**config.mk**
```make
export PLATFORM = sky130hd
export DESIGN_NAME = extmem_pin_config
export DESIGN_NICKNAME = d
export VERILOG_FILES = /design/src/include/pinmux_pkg.sv /design/src/pin_sync.sv /design/src/extmem_pin_config.sv
export SDC_FILE = /design/constraint.sdc
export NUM_CORES = 1
export LEC_CHECK = 0
export ABC_CLOCK_PERIOD_IN_PS = 3200
export BUFFER_PORTS_ARGS = -buffer_cell sky130_fd_sc_hd__buf_4
export CAP_MARGIN = 20
export CORE_UTILIZATION = 50
export CTS_BUF_LIST = sky130_fd_sc_hd__clkbuf_8 sky130_fd_sc_hd__clkbuf_16
export DETAILED_ROUTE_END_ITERATION = 8
export GPL_ROUTABILITY_DRIVEN = 0
export GPL_TIMING_DRIVEN = 0
export PLACE_DENSITY_LB_ADDON = 0.15
export SLEW_MARGIN = 20
export SYNTH_ARGS = -nofsm -noshare
export SYNTH_HDL_FRONTEND = slang
export SYNTH_HIERARCHICAL = 1
export SYNTH_SLANG_ARGS = --single-unit
```
**constraint.sdc**
```tcl
create_clock -name clk -period 3.2 [get_ports clk]
set_input_delay 0.48 -clock clk [delete_from_list [all_inputs] [get_ports clk]]
set_output_delay 0.48 -clock clk [all_outputs]
set_load 0.05 [all_outputs]
```
**src/include/pinmux_pkg.sv**
```systemverilog
package pinmux_pkg;

  // Register bus geometry
  localparam int ADDR_W = 4;
  localparam int DATA_W = 16;

  // Register offsets
  localparam logic [3:0] OFF_GLOBAL_CTRL_ONE = 4'h0;
  localparam logic [3:0] OFF_GP_IO = 4'h1;
  localparam logic [3:0] OFF_STATUS = 4'h2;

  // Clock output control field in the global control register
  localparam int CKMODE_LSB = 0;
  localparam logic [1:0] CKMODE_RUN = 2'h0;
  localparam logic [1:0] CKMODE_LOW = 2'h1;
  localparam logic [1:0] CKMODE_HIZ = 2'h2;
  localparam logic [1:0] CKMODE_RST = CKMODE_RUN;

  // Shared line register fields
  localparam int GP_DIR_BIT = 0;
  localparam int GP_OUT_BIT = 1;
  localparam logic GP_DIR_RST = 1'b0;
  localparam logic GP_OUT_RST = 1'b0;

  // Status register fields
  localparam int ST_GP_IN_BIT = 0;
  localparam int ST_STRAP_BIT = 1;
  localparam int ST_CLKSEL_BIT = 2;
  localparam int ST_HOLD_BIT = 3;
  localparam int ST_CFG_BIT = 4;
  localparam int ST_EDGE_LSB = 8;
  localparam int EDGE_W = 8;

  // Cycles after reset release before straps are taken
  localparam int SYNC_STAGES = 2;
  localparam logic [1:0] CAPTURE_CYC = 2'(SYNC_STAGES + 1);

  // Bus hold handshake states
  typedef enum logic [1:0] {
    HS_BOOT,
    HS_ACTIVE,
    HS_RELEASE,
    HS_HOLD
  } hold_st_e;

endpackage : pinmux_pkg

```
**src/pin_sync.sv**
```systemverilog
`timescale 1ns/1ps
module pin_sync #(
  parameter int W = 1
) (
  // Clock and reset
  input wire logic clk,
  input wire logic rst_n,
  // Asynchronous inputs and their synchronised copies
  input wire logic [W-1:0] d,
  output logic [W-1:0] q
);

  typedef struct packed {
    logic [W-1:0] s1;
    logic [W-1:0] s2;
  } sync_s;

  sync_s st_ff;
  sync_s nxt_st;

  // Stage one feeds stage two only
  always_comb
  begin
    nxt_st = st_ff;
    nxt_st.s1 = d;
    nxt_st.s2 = st_ff.s1;
  end

  always_ff @(posedge clk or negedge rst_n)
  begin
    if (!rst_n)
      st_ff <= '0;
    else
      st_ff <= nxt_st;
  end

  assign q = st_ff.s2;

endmodule : pin_sync

```
**src/extmem_pin_config.sv**
```systemverilog
// The implementer's own choices: strobed register access and the register offsets.
`timescale 1ns/1ps
// Notes on behaviour
// - A low boot strap gives the shared pin its general-purpose I/O role.
// - In I/O role the shared line comes up as an input, driving nothing.
// - A high boot strap gives the shared pin its hold-acknowledge role.
// - Hold-acknowledge floats in reset and until pin roles are fixed, then drives 1.
// - Hold-acknowledge is asserted only in hold, with the bus floated.
// - Pin roles are fixed on the fourth clock after reset is released.
// - A high clock-source select clocks the interface from the clock pin.
// - A low clock-source select clocks it from system clock three.
// - Clock output one carries the interface clock unless set low or off.
// - Clock output one floats for the whole of reset.
// - Strap 0 with select 0 leaves clock output one floating.
// - Strap 0 with select 1 toggles clock output one at the pin clock.
// - Strap 1 with select 0 toggles it at system clock three.
// - Strap 1 with select 1 toggles it at the pin clock.
module extmem_pin_config #(
  parameter int AW = pinmux_pkg::ADDR_W,
  parameter int DW = pinmux_pkg::DATA_W
) (
  // Clock and reset
  input wire logic clk,
  input wire logic rst_n,
  // Straps and clock pins
  input wire logic boot_function_strap,
  input wire logic ext_mem_clock_source_sel,
  input wire logic ext_mem_clock_in,
  input wire logic system_clock_three,
  // Hold handshake
  input wire logic hold_req_n,
  output logic mem_bus_oe,
  // Shared pin
  input wire logic shared_gp_io_line_in,
  output logic shared_gp_io_line_out,
  output logic shared_gp_io_line_oe,
  // Clock output one
  output logic ext_mem_clock_out_one,
  output logic ext_mem_clock_out_one_oe,
  // Register port
  input wire logic [AW-1:0] reg_addr,
  input wire logic [DW-1:0] reg_wdata,
  input wire logic reg_wr,
  input wire logic reg_rd,
  output logic [DW-1:0] reg_rdata
);

  // Status packs edge count up to bit 15
  if (DW < pinmux_pkg::ST_EDGE_LSB + pinmux_pkg::EDGE_W)
  begin : g_bad_dw
    $error("Data width too small for status register");
  end
  if (AW < 2)
  begin : g_bad_aw
    $error("Address width too small for register map");
  end

  typedef struct packed {
    pinmux_pkg::hold_st_e st;
    logic [1:0] boot_cnt;
    logic cfg_done;
    logic hold_mode;
    logic strap_seen;
    logic [1:0] ck_mode;
    logic gp_dir;
    logic gp_out;
    logic ck_out;
    logic ck_prev;
    logic [pinmux_pkg::EDGE_W-1:0] edge_cnt;
    logic bus_oe;
    logic hold_ack_n;
    logic [DW-1:0] rdata;
  } cfg_s;

  cfg_s st_ff;
  cfg_s nxt_st;

  logic strap_s;
  logic sel_s;
  logic eclk_s;
  logic sys_s;
  logic req_n_s;
  logic gp_in_s;
  logic src_clk;
  logic wr_ctrl;
  logic wr_gp;
  logic [DW-1:0] rd_val;

  // Every pin passes two flops before use
  pin_sync #(
    .W(6)
  ) u_sync (
    .clk(clk),
    .rst_n(rst_n),
    .d({boot_function_strap, ext_mem_clock_source_sel, ext_mem_clock_in,
        system_clock_three, hold_req_n, shared_gp_io_line_in}),
    .q({strap_s, sel_s, eclk_s, sys_s, req_n_s, gp_in_s})
  );

  // Interface clock choice follows the select pin live
  assign src_clk = sel_s ? eclk_s : sys_s;

  assign wr_ctrl = reg_wr && (reg_addr == AW'(pinmux_pkg::OFF_GLOBAL_CTRL_ONE));
  assign wr_gp = reg_wr && (reg_addr == AW'(pinmux_pkg::OFF_GP_IO));

  // Read mux; unmapped offsets answer zero
  always_comb
  begin
    rd_val = '0;
    case (reg_addr)
      AW'(pinmux_pkg::OFF_GLOBAL_CTRL_ONE):
        rd_val[pinmux_pkg::CKMODE_LSB +: 2] = st_ff.ck_mode;
      AW'(pinmux_pkg::OFF_GP_IO):
      begin
        rd_val[pinmux_pkg::GP_DIR_BIT] = st_ff.gp_dir;
        rd_val[pinmux_pkg::GP_OUT_BIT] = st_ff.gp_out;
      end
      AW'(pinmux_pkg::OFF_STATUS):
      begin
        rd_val[pinmux_pkg::ST_GP_IN_BIT] = gp_in_s;
        rd_val[pinmux_pkg::ST_STRAP_BIT] = st_ff.strap_seen;
        rd_val[pinmux_pkg::ST_CLKSEL_BIT] = sel_s;
        rd_val[pinmux_pkg::ST_HOLD_BIT] = !st_ff.hold_ack_n;
        rd_val[pinmux_pkg::ST_CFG_BIT] = st_ff.cfg_done;
        rd_val[pinmux_pkg::ST_EDGE_LSB +: pinmux_pkg::EDGE_W] =
          st_ff.edge_cnt;
      end
      default: rd_val = '0;
    endcase
  end

  // Next-state logic for the whole block
  always_comb
  begin
    nxt_st = st_ff;
    // Read data stands only in the cycle after the strobe
    nxt_st.rdata = reg_rd ? rd_val : '0;
    if (wr_ctrl)
      nxt_st.ck_mode = reg_wdata[pinmux_pkg::CKMODE_LSB +: 2];
    if (wr_gp)
    begin
      nxt_st.gp_dir = reg_wdata[pinmux_pkg::GP_DIR_BIT];
      nxt_st.gp_out = reg_wdata[pinmux_pkg::GP_OUT_BIT];
    end
    // Edge counter shows the chosen clock is alive
    nxt_st.ck_prev = src_clk;
    if (src_clk && !st_ff.ck_prev)
    begin
      nxt_st.edge_cnt = st_ff.edge_cnt + 1'b1;
    end
    // Clock out is a resampled copy; low when held low
    nxt_st.ck_out = (st_ff.ck_mode == pinmux_pkg::CKMODE_RUN) &&
                    src_clk;
    case (st_ff.st)
      pinmux_pkg::HS_BOOT:
      begin
        // Wait for synchronisers to carry post-reset pin levels
        nxt_st.boot_cnt = st_ff.boot_cnt + 1'b1;
        if (st_ff.boot_cnt == pinmux_pkg::CAPTURE_CYC)
        begin
          nxt_st.boot_cnt = st_ff.boot_cnt;
          nxt_st.cfg_done = 1'b1;
          nxt_st.hold_mode = strap_s;
          nxt_st.strap_seen = strap_s;
          nxt_st.hold_ack_n = 1'b1;
          nxt_st.bus_oe = 1'b1;
          if (!strap_s && !sel_s)
          begin
            nxt_st.ck_mode = pinmux_pkg::CKMODE_HIZ;
          end
          else
          begin
            nxt_st.ck_mode = pinmux_pkg::CKMODE_RUN;
          end
          nxt_st.st = pinmux_pkg::HS_ACTIVE;
        end
      end
      pinmux_pkg::HS_ACTIVE:
      begin
        // Request only honoured when the pin is hold-acknowledge
        if (st_ff.hold_mode && !req_n_s)
        begin
          nxt_st.bus_oe = 1'b0;
          nxt_st.st = pinmux_pkg::HS_RELEASE;
        end
      end
      pinmux_pkg::HS_RELEASE:
      begin
        // Bus floated a cycle before the acknowledge goes out
        nxt_st.hold_ack_n = 1'b0;
        nxt_st.st = pinmux_pkg::HS_HOLD;
      end
      pinmux_pkg::HS_HOLD:
      begin
        if (req_n_s)
        begin
          nxt_st.hold_ack_n = 1'b1;
          nxt_st.bus_oe = 1'b1;
          nxt_st.st = pinmux_pkg::HS_ACTIVE;
        end
      end
      default:
      begin
        nxt_st.st = pinmux_pkg::HS_BOOT;
      end
    endcase
  end

  // Reset floats every pin and clears all control
  always_ff @(posedge clk or negedge rst_n)
  begin
    if (!rst_n)
    begin
      st_ff <= '0;
      st_ff.st <= pinmux_pkg::HS_BOOT;
      st_ff.ck_mode <= pinmux_pkg::CKMODE_RST;
      st_ff.gp_dir <= pinmux_pkg::GP_DIR_RST;
      st_ff.gp_out <= pinmux_pkg::GP_OUT_RST;
      st_ff.hold_ack_n <= 1'b1;
    end
    else
    begin
      st_ff <= nxt_st;
    end
  end

  // Shared pin: drive only after roles are fixed
  assign shared_gp_io_line_oe = st_ff.cfg_done &&
                                (st_ff.hold_mode || st_ff.gp_dir);
  assign shared_gp_io_line_out = st_ff.hold_mode ? st_ff.hold_ack_n :
                                 st_ff.gp_out;
  assign mem_bus_oe = st_ff.bus_oe;
  assign ext_mem_clock_out_one = st_ff.ck_out;
  assign ext_mem_clock_out_one_oe = st_ff.cfg_done &&
    (st_ff.ck_mode != pinmux_pkg::CKMODE_HIZ);
  assign reg_rdata = st_ff.rdata;
endmodule : extmem_pin_config

```
# == Word level (Yosys, flattened, before mapping) ==
# Cells that the tools add are included.
# W data, S select, Z words.
# op_classes
n_addsub,2
n_eq_ne,10
mux,18
bitwise_logic,1
reduce_logical,24
# ops
operator,n
$mux W16,1
$mux W2,7
$mux W9,1
$add A8 B1 Y8 const B,1
$logic_and A1 B1 Y1,8
$mux W8,1
$pmux W2 S4,1
$eq A2 B2 Y1 const B,3
$ne A2 B2 Y1 const B,3
$pmux W1 S3,2
$pmux W2 S3,1
$reduce_and A3 Y1,2
$reduce_bool A3 Y1,2
$logic_not A1 Y1,5
$eq A4 B1 Y1 const B,1
$eq A4 B2 Y1 const B,1
$logic_not A2 Y1,2
$logic_not A4 Y1,1
$reduce_and A2 Y1,2
$reduce_and A4 Y1,1
$mux W1,3
$mux W3,1
$add A2 B1 Y2 const B,1
$eq A2 B1 Y1 const B,1
other kinds (3),3
# totals
register_bits,50
in_bits,30
out_inout_bits,21
wordCells,70

# == Longest topological paths before layout ==
# Gate-level depths: netlist of run 1.
# depth
word_depth,5
ltp_mapped,6
ltp_nobuf,5

# == Hierarchy ==
# The synthesis of run 1 kept the hierarchy.
# by_module_without_submodules
module,n_inst,cells_each,area_each_um2,seq_area_each_um2
extmem_pin_config,1,144,1750.4,877.1
pin_sync,1,12,300.3,300.3

# == Worst setup path before layout of run 1 ==
# No wires, ideal clock.
# synth_timing
path_kind,reg2out
from,register st_ff[31] (netlist bit)
to,output port ext_mem_clock_out_one_oe
t_arrival_ns,1.526
t_required_ns,2.720
path_slack_ns,1.194
stages_incl_launch_ff,2
path_buffers,0
path_cell_list,dfrtp_1 > a21boi_0
# synth_between
elab_chain_cells,2
# synth_lines
element,line,text
"start, declared",extmem_pin_config.sv:75,cfg_s st_ff;
"start signal, assigned",extmem_pin_config.sv:223,st_ff <= nxt_st;
$ne A2 B2 Y1,extmem_pin_config.sv:235,(st_ff.ck_mode != pinmux_pkg::CKMODE_HIZ);
$logic_and A1 B1 Y1,extmem_pin_config.sv:234,assign ext_mem_clock_out_one_oe = st_ff.cfg_done &&
"end, declared",extmem_pin_config.sv:39,"output logic ext_mem_clock_out_one_oe,"
# Every way passes these cells.

# == Worst setup path after layout of run 1 ==
# layout_timing
from,register st_ff[37] (netlist bit)
to,register st_ff[38] (netlist bit)
# layout_between
elab_chain_cells,3
word_cells_on_any_way,9
classes_between,eq/ne (6); mux (1); reduce/logical (2)
# layout_lines
element,line,text
"$eq A2 B2 Y1, or another cell as far along",extmem_pin_config.sv:154,case (st_ff.st)
$ne A2 B1 Y1 (no line) / $ne A2 B2 Y1 (equally long branches),--,
$reduce_and A3 Y1 (no line),--,
# Several ways; a longest one is shown, not always the timed one.
# A chain may end at the register's enable or synchronous reset.

==> summary by stage, run 1 <==
Run status
The run finished with clean final reports.

Yosys
The number of synthesized register bits is 47. The yosys synthesis warning count is 6. In this run the cell area of the synthesized design comes to 2050 µm². The sequential share of the synthesized area is 0.574. Synthesis produced a netlist whose cell count is 156.

The post-synthesis cell type count is 34. A synthesized cell averages 13.1 µm².

Pwr
Summing internal, switching and leakage power gives 0.00166 W. The net switching power of the design is 0.000584 W. The internal power component is 0.00108 W. The share of total power dissipated in sequential elements is 0.474. The fraction of power spent switching nets is 0.351.

The combinational fraction of design power is 0.325. The share of total power dissipated in the clock network is 0.200. The total power divided by cell area is 680 nW/µm². The static leakage power is 1.22 nW. VDD sags by at most 0.000419 V.

Timing
Setup repair after global routing left no endpoint under its margin. Across the routed clock network, the largest skew measured is 2.97 ps. The setup-violating endpoint count in the final report is 0. For the finished layout, the period the worst path requires is 1790 ps.

The number of endpoints with negative hold slack in the final report came to 0. For the pin with the worst max-slew slack, the measured transition is 570 ps. The total count of max-transition violations in the final report was 0.

The aggregate negative setup slack is 0 ps. Measured against its own limit, the worst slew margin works out to 0.620. For this run, the top clock speed supported by timing is 558 MHz. The final worst-path cycle share is 0.560.

Final layout
The number of antenna diodes in the final layout is 0. Relative to the synthesized area, the layout overhead comes to 19.2%. In the final layout, the share of cells above drive strength 1 is 0.359.

For this run, the number of standard cells in the final layout without fillers is 246. In the layout the commonest cells are sky130_fd_sc_hd__buf_4, sky130_fd_sc_hd__dfrtp_1, sky130_fd_sc_hd__and2_1. The most frequent standard cell in the layout excluding fill and tap cells is sky130_fd_sc_hd__buf_4.

The count of nets after finishing is 235.

Routing
Wires add up to 3040 µm. The number of remaining DRC errors is 0. The count of nets left with antenna violations once routing finished came out at 0. Detailed routing inserted a total of 1,201 vias. The routed wire length per instance is 12.4 µm. For this run, the detailed router's first-pass iteration total came to 4. The initial DRC count is 13. In the routed layout, each cell is associated on average with a via count of 4.88.

Clocking
The clock insertion delay at the later pin of the skew report is 290 ps. Post-CTS timing repair inserted 0 buffers for setup. The number of H-tree levels is 2. The clock tree from TritonCTS is done. The sink count of the clock tree is 47.

No sink is reached through more buffers than the 2 on the longest clock path. Clock-pin slew was measured on the worst setup and hold paths at 80 ps. In this run, CTS created clock tree buffers numbering 5.

The root buffer cell chosen for the clock tree is sky130_fd_sc_hd__clkbuf_8. The count of hold buffers inserted by post-cts repair is 0. The number of gates given a new drive strength after cts is 0.

Placed design
The count of placed standard cells including taps is 238. The count of input and output buffers is 32. Once detailed placement completed, the half-perimeter wirelength came to 2210 µm.

Die
The region available for standard cell placement spans 3800 µm². The die is 66.0 µm tall. The initial cell density of the core is 0.540. The die area is 4360 µm².

The chip width is 66.0 µm. The total number of placement rows is 22. The number of top-level pins is 51.

Setup path
The kind of start point of the critical path is a flip-flop. The endpoint required time on the critical path is 3380 ps. The highest fanout seen on the critical path is 6. At the worst endpoint, the arrival time is 1970 ps. The endpoint class of the critical path is a flip-flop. The start-to-end type of the worst setup path is reg2reg.

The peak per-stage delay on the critical path is 430 ps. Traced cell by cell, the critical path runs through inv_1 > ha_1 > nor2b_1 > clkbuf_1 > a211oi_2 > mux2_2. The slowest stage of the critical path belongs to the cell sky130_fd_sc_hd__dfrtp_1.

Global routing
The largest net degree at the start of global routing is 48. The wire length of the first global-routing pass is 5290 µm. The total overflow reported by the global router is 0.

The global-route total usage across every layer is 0.168. The initial antenna violation count was 0. The number of global-route vias before repair is 1,209.

Worst hold path
The class of the tightest hold or removal check is in2async.

Job
The max capacitance violation total is 0.
-- per-layer routing --
layer | GRT usage | routed length (µm) | up-vias
met5 | 0 | 0 | -
met3 | 0.0534 | 177 | 2
met1 | 0.201 | 1340 | 575
met2 | 0.274 | 1490 | 35
li1 | - | - | 589
met4 | 0.0798 | 28 | 0
-- registers in the layout, indices dropped and copies added, names as in the netlist --
signal / flops
st_ff: 20
reg_rdata: 13
u_sync/nxt_st: 6
u_sync/q: 6
ext_mem_clock_out_one: 1
mem_bus_oe: 1
-- critical path: cells and delay by family, from the launching register on --
kind	cells	cell delay, ps
AOI/OAI and AO/OA	1	250
adders and majority gates	1	220
buffers and inverters	2	300
DFF	1	430
muxes	1	360
and+or+nand+nor	1	130
-- path summary, 6_finish.rpt --
path / startpoint / to / slack (ps) / cells past startpoint
setup / recovery: st_ff[37] / st_ff[38] / 1410 / 6
hold / removal: rst_n / reg_rdata[3] / 180 / 1
setup reg to reg: st_ff[37] / st_ff[38] / 1410 / 6
hold reg to reg: u_sync/nxt_st[3] / u_sync/q[3] / 360 / 0
max in group asynchronous: rst_n / u_sync/nxt_st[0] / 2640 / 1
min in group clk: boot_function_strap / u_sync/nxt_st[5] / 290 / 1
-- stage by stage --
stage | utilization | worst slack, ps | cell area [µm²] | hold WS, ps
2_1_floorplan | - | 1190 | 2060 | 184
3_3_place_gp | 0.621 | 1490 | 2360 | 332
3_5_place_dp | 0.621 | 1410 | 2360 | 342
4_1_cts | 0.643 | 1400 | 2440 | 191
5_1_grt | 0.643 | 1270 | 2440 | 215
6_report | 0.643 | 1410 | 2440 | 176
-- cell families after synthesis --
kind of cell	after synthesis	share of synthesized area
simple gates	43	0.151
fa+ha+maj	8	0.0488
flops	47	0.574
compound gates	13	0.0476
xor+xnor	8	0.0342
mux	12	0.0696
other cells	1	0.00183
buf+inv	24	0.0732
-- area by class of cell --
class,instances,area (µm²)
clock buffers,5,68.8
flip-flops and latches,47,1180
inverters,5,18.8
repair buffers,32,240
multi-input cells,87,731
fillers,290,1360
well taps,48,60.1
plain buffers,19,131
clock inverters,3,16.3
-- power by group through the flow --
stage	Combinational (W)	Sequential, W	Clock, W
CTS	0.000548	0.000790	0.000347
global placement	0.000522	0.000790	0
floorplan	0.000382	0.000805	0
global route	0.000597	0.000806	0.000376
detailed placement	0.000545	0.000802	0
finish	0.000541	0.000788	0.000332
-- synthesized netlist by cell type (all sizes together) --
library cell   n  area [µm²]
conb           1        3.75
dfrtp         46        1150
nor3           3        15.0
clkbuf         3        11.3
nand3b         5        37.5
nand2b         3        18.8
and4b          1        10.0
a2111oi        1        15.0
a31oi          1        6.26
o31ai          1        7.51
nand4          1        6.26
o21ai          5        25.0
nand2          4        15.0
mux2           8        90.1
a21boi         2        15.0
xor2           8        70.1
a211oi         1        12.5
dfstp          1        26.3
nor4b          3        71.3
nor3b          1        7.51
or4b           1        10.0
inv            5        18.8
nor2           6        22.5
o21a           1        7.51
o41ai          1        8.76
and2          10        63.8
ha             8         100
and3           2        12.5
buf           16         120
mux2i          4        52.6
nor2b          3        18.8
No activity file was read; power rests on OpenSTA's default activity.
==> run 2: changes to the inputs <==
--- a/config.mk
+++ b/config.mk
@@ -5,10 +5,10 @@
 export SDC_FILE = /design/constraint.sdc
 export NUM_CORES = 1
 export LEC_CHECK = 0
-export ABC_CLOCK_PERIOD_IN_PS = 3200
+export ABC_CLOCK_PERIOD_IN_PS = 1600
 export BUFFER_PORTS_ARGS = -buffer_cell sky130_fd_sc_hd__buf_4
 export CAP_MARGIN = 20
-export CORE_UTILIZATION = 50
+export CORE_UTILIZATION = 47
 export CTS_BUF_LIST = sky130_fd_sc_hd__clkbuf_8 sky130_fd_sc_hd__clkbuf_16
 export DETAILED_ROUTE_END_ITERATION = 8
 export GPL_ROUTABILITY_DRIVEN = 0
==> constraint.sdc (replaced) <==
create_clock -name clk -period 1.6 [get_ports clk]
set_input_delay 0.24 -clock clk [delete_from_list [all_inputs] [get_ports clk]]
set_output_delay 0.24 -clock clk [all_outputs]
set_load 0.05 [all_outputs]
==> run 2 against run 1 <==
First-iteration DRC count increased to 5.3 times the previous value. Via count increased by 2.5%. Utilization decreased by 1.4 points. Clock power increased to 2.7 times the previous value. Count of clock-buffer cells in the layout unchanged. Highest routed layer unchanged.
==> summary by stage, run 2 (same netlist as run 1, synthesis figures left out) <==
Run status
The flow ran to the end, and the final reports show no timing, DRC or antenna violations.

Clocking
The number of H-tree levels was 2 (unchanged). The maximum buffer depth of the clock tree is 2 (unchanged). The sink count of the clock tree is 47 (unchanged). The number of buffers added by the clock tree synthesis step is 5 (unchanged). TritonCTS built the clock tree. The tree is rooted in a sky130_fd_sc_hd__clkbuf_8.

The CTS clock-pin slew for the worst setup and hold paths came to 100 ps (+20 ps). The clock insertion delay at the later pin of the skew report came to 300 ps (about the same).

Pwr
The total power divided by cell area is 1480 nW/µm² (+120%). The internal power component was 0.00250 W (+130%). The net switching power of the design is 0.00131 W (+120%). The highest ir drop seen on vdd is 0.000926 V (+120%).

The total power draw was 0.00381 W (+130%). The part of the total power dissipated in the clock network is 0.231 (+0.031). The fraction of power spent switching nets is 0.343 (-0.00837). The static leakage power came to 1.27 nW (+3.7%). The share of total power in sequential cells is 0.410 (-0.064). The combinational fraction of design power is 0.359 (+0.034).

Setup path
The worst setup path is captured at a flip-flop. In this run the critical register-to-register path is launched from st_ff[37]. Tracing the worst setup path back leads to its startpoint at st_ff[37]. The data arrival time of the worst path is 1750 ps (-220 ps). The kind of start point of the critical path is a flip-flop. The highest fanout seen on the critical path is 3 (-3). The start-to-end type of the worst setup path is reg2reg. The endpoint required time on the critical path came to 1790 ps (-1590 ps).

Routing
The post-detailed-route count of antenna-violating nets came to 0 (unchanged). The via total after detailed routing is 1,231 (+2.5%). The number of remaining DRC errors is 0 (unchanged). The final wirelength was 3330 µm (+9.7%). The number of iterations in the first detailed-routing pass is 4 (unchanged). The detailed-route vias per instance is 4.90 (+0.46%). The initial DRC count is 69 (+56).

The routed wire length per instance is 13.3 µm (+7.5%).

Placed design
The count of input and output buffers came to 32 (unchanged). The detailed-placement wirelength estimate is 2260 µm (+1.9%).

Die
The total number of placement rows is 23 (+4.5%). The number of top-level pins came to 51 (unchanged). The die area is 4630 µm² (+6.2%). The chip width came to 68.1 µm (+3.1%). The initial cell density of the core is 0.502 (-0.0380).

The y dimension of the die is 68.1 µm (+3.1%). The area of the core region is 4090 µm² (+7.6%).

Final layout
The count of nets after finishing is 238 (+1.3%). In the layout the commonest cells are sky130_fd_sc_hd__buf_4, sky130_fd_sc_hd__dfrtp_1, sky130_fd_sc_hd__and2_1, sky130_fd_sc_hd__xor2_1. More flip-flops sit in one register than any other, and that register is st_ff. The ratio of cells with drive above 1 in the final layout is 0.403 (+0.0444).

The number of antenna cells inserted is 0 (unchanged). The growth of design area from synthesis to finish is 25.4%. The number of flip-flops under the largest register name was 20 (unchanged).

The most frequent standard cell in the layout excluding fill and tap cells is sky130_fd_sc_hd__buf_4.

Timing
The highest achievable clock rate was 643 MHz (+15%). The slew at the pin closest to its max-slew limit is 567 ps (-3.04 ps). The number of endpoints with negative hold slack in the final report is 0 (unchanged). The total count of max-transition violations in the final report came to 0 (unchanged). The final worst-path cycle share is 0.972 (+0.412). The aggregate negative setup slack came to 0 ps (unchanged).

The clock skew after layout is 13.8 ps (+10.8 ps). The time the final worst path needs with I/O delays and setup was 1550 ps (-237 ps). The worst slew slack as a fraction of its limit is 0.622 (+0.00203).

The setup-violating endpoint count in the final report is 0 (unchanged).

Global routing
The wire length of the first global-routing pass is 5390 µm (+1.8%). The initial antenna violation count is 0 (unchanged). The number of global-route vias before repair came to 1,232 (+1.9%). The largest net degree at the start of global routing is 48 (unchanged). The global-route total usage across every layer is 0.167 (-0.00132). The total overflow reported by the global router is 0 (unchanged).

Job
The max capacitance violation total is 0 (unchanged).

Worst hold path
In this run the most critical hold path is launched from ext_mem_clock_in. The tightest min-delay check is of the in2reg type.
[run 2: changes by cell type in the layout (fill, tap and decap cells not counted), sizes merged]
cell	previous run	this run
clkbuf	8	7
dlygate4sd3	0	1
bufinv	0	1
buf	48	51
clkinv	1	0
[run 2: path summary, 6_finish.rpt]
path	to	slack [ps]	cells past startpoint
worst min-delay path	u_sync/nxt_st[3]	30	1
worst max-delay path	st_ff[37]	50	5
min in group asynchronous	reg_rdata[0]	480	2
worst max register to register	st_ff[37]	50	5
worst min register to register	u_sync/q[1]	360	0
max in group asynchronous	reg_rdata[12]	730	2
[run 2: power groups by stage]
stage / Clock (W) / Sequential (W) / Combinational [W]
6_report: 0.000881 / 0.00156 / 0.00137
5_1_grt: 0.000958 / 0.00159 / 0.00147
4_1_cts: 0.000908 / 0.00156 / 0.00126
3_5_place_dp: 0 / 0.00160 / 0.00109
3_3_place_gp: 0 / 0.00158 / 0.00105
2_1_floorplan: 0 / 0.00161 / 0.000766
[run 2: per-layer routing]
metal / part of all wire / global-route usage / up-vias
li1: - / - / 593
met1: 0.41 / 0.184 / 597
met2: 0.50 / 0.277 / 35
met3: 0.067 / 0.0533 / 6
met4: 0.020 / 0.104 / 0
met5: 0 / 0 / -
[run 2: worst max-delay path, stage by stage, from the launching register on]
cell and delay (ps):
sky130_fd_sc_hd__dfrtp_1 400, sky130_fd_sc_hd__buf_6 130, sky130_fd_sc_hd__buf_6 120, sky130_fd_sc_hd__ha_4 170, sky130_fd_sc_hd__a211oi_4 310, sky130_fd_sc_hd__mux2_4 330
[run 2: per-stage QoR]
step,cell area (µm²),util,cells,hold slack (ps),setup WS (ps)
floorplan,2060,-,158,-55.6,11.3
global placement,2360,0.578,240,268,-71.7
detailed placement,2360,0.578,240,278,-136
CTS,2540,0.621,251,24.7,20.4
global route,2570,0.630,251,18.1,-5.39
finish,2570,0.630,251,33.1,45.5
[run 2: layout make-up]
cell class / instances / area (µm²)
Multi-Input combinational cell: 87 / 791
Tap cell: 50 / 62.6
Timing Repair Buffer: 36 / 280
Fill cell: 307 / 1510
Clock buffer: 5 / 68.8
Inverter: 5 / 18.8
Buffer: 18 / 128
Sequential cell: 47 / 1180
Clock inverter: 3 / 46.3
[run 2: repair_timing]
item | 4_1_cts | 5_1_grt
buffers inserted | 3 | 0
hold endpoints to repair | 46 | 0
gates resized for setup | 8 | 7
hold buffers | 1 | 0
setup endpoints to repair | 3 | 3
pin swaps | 1 | 1
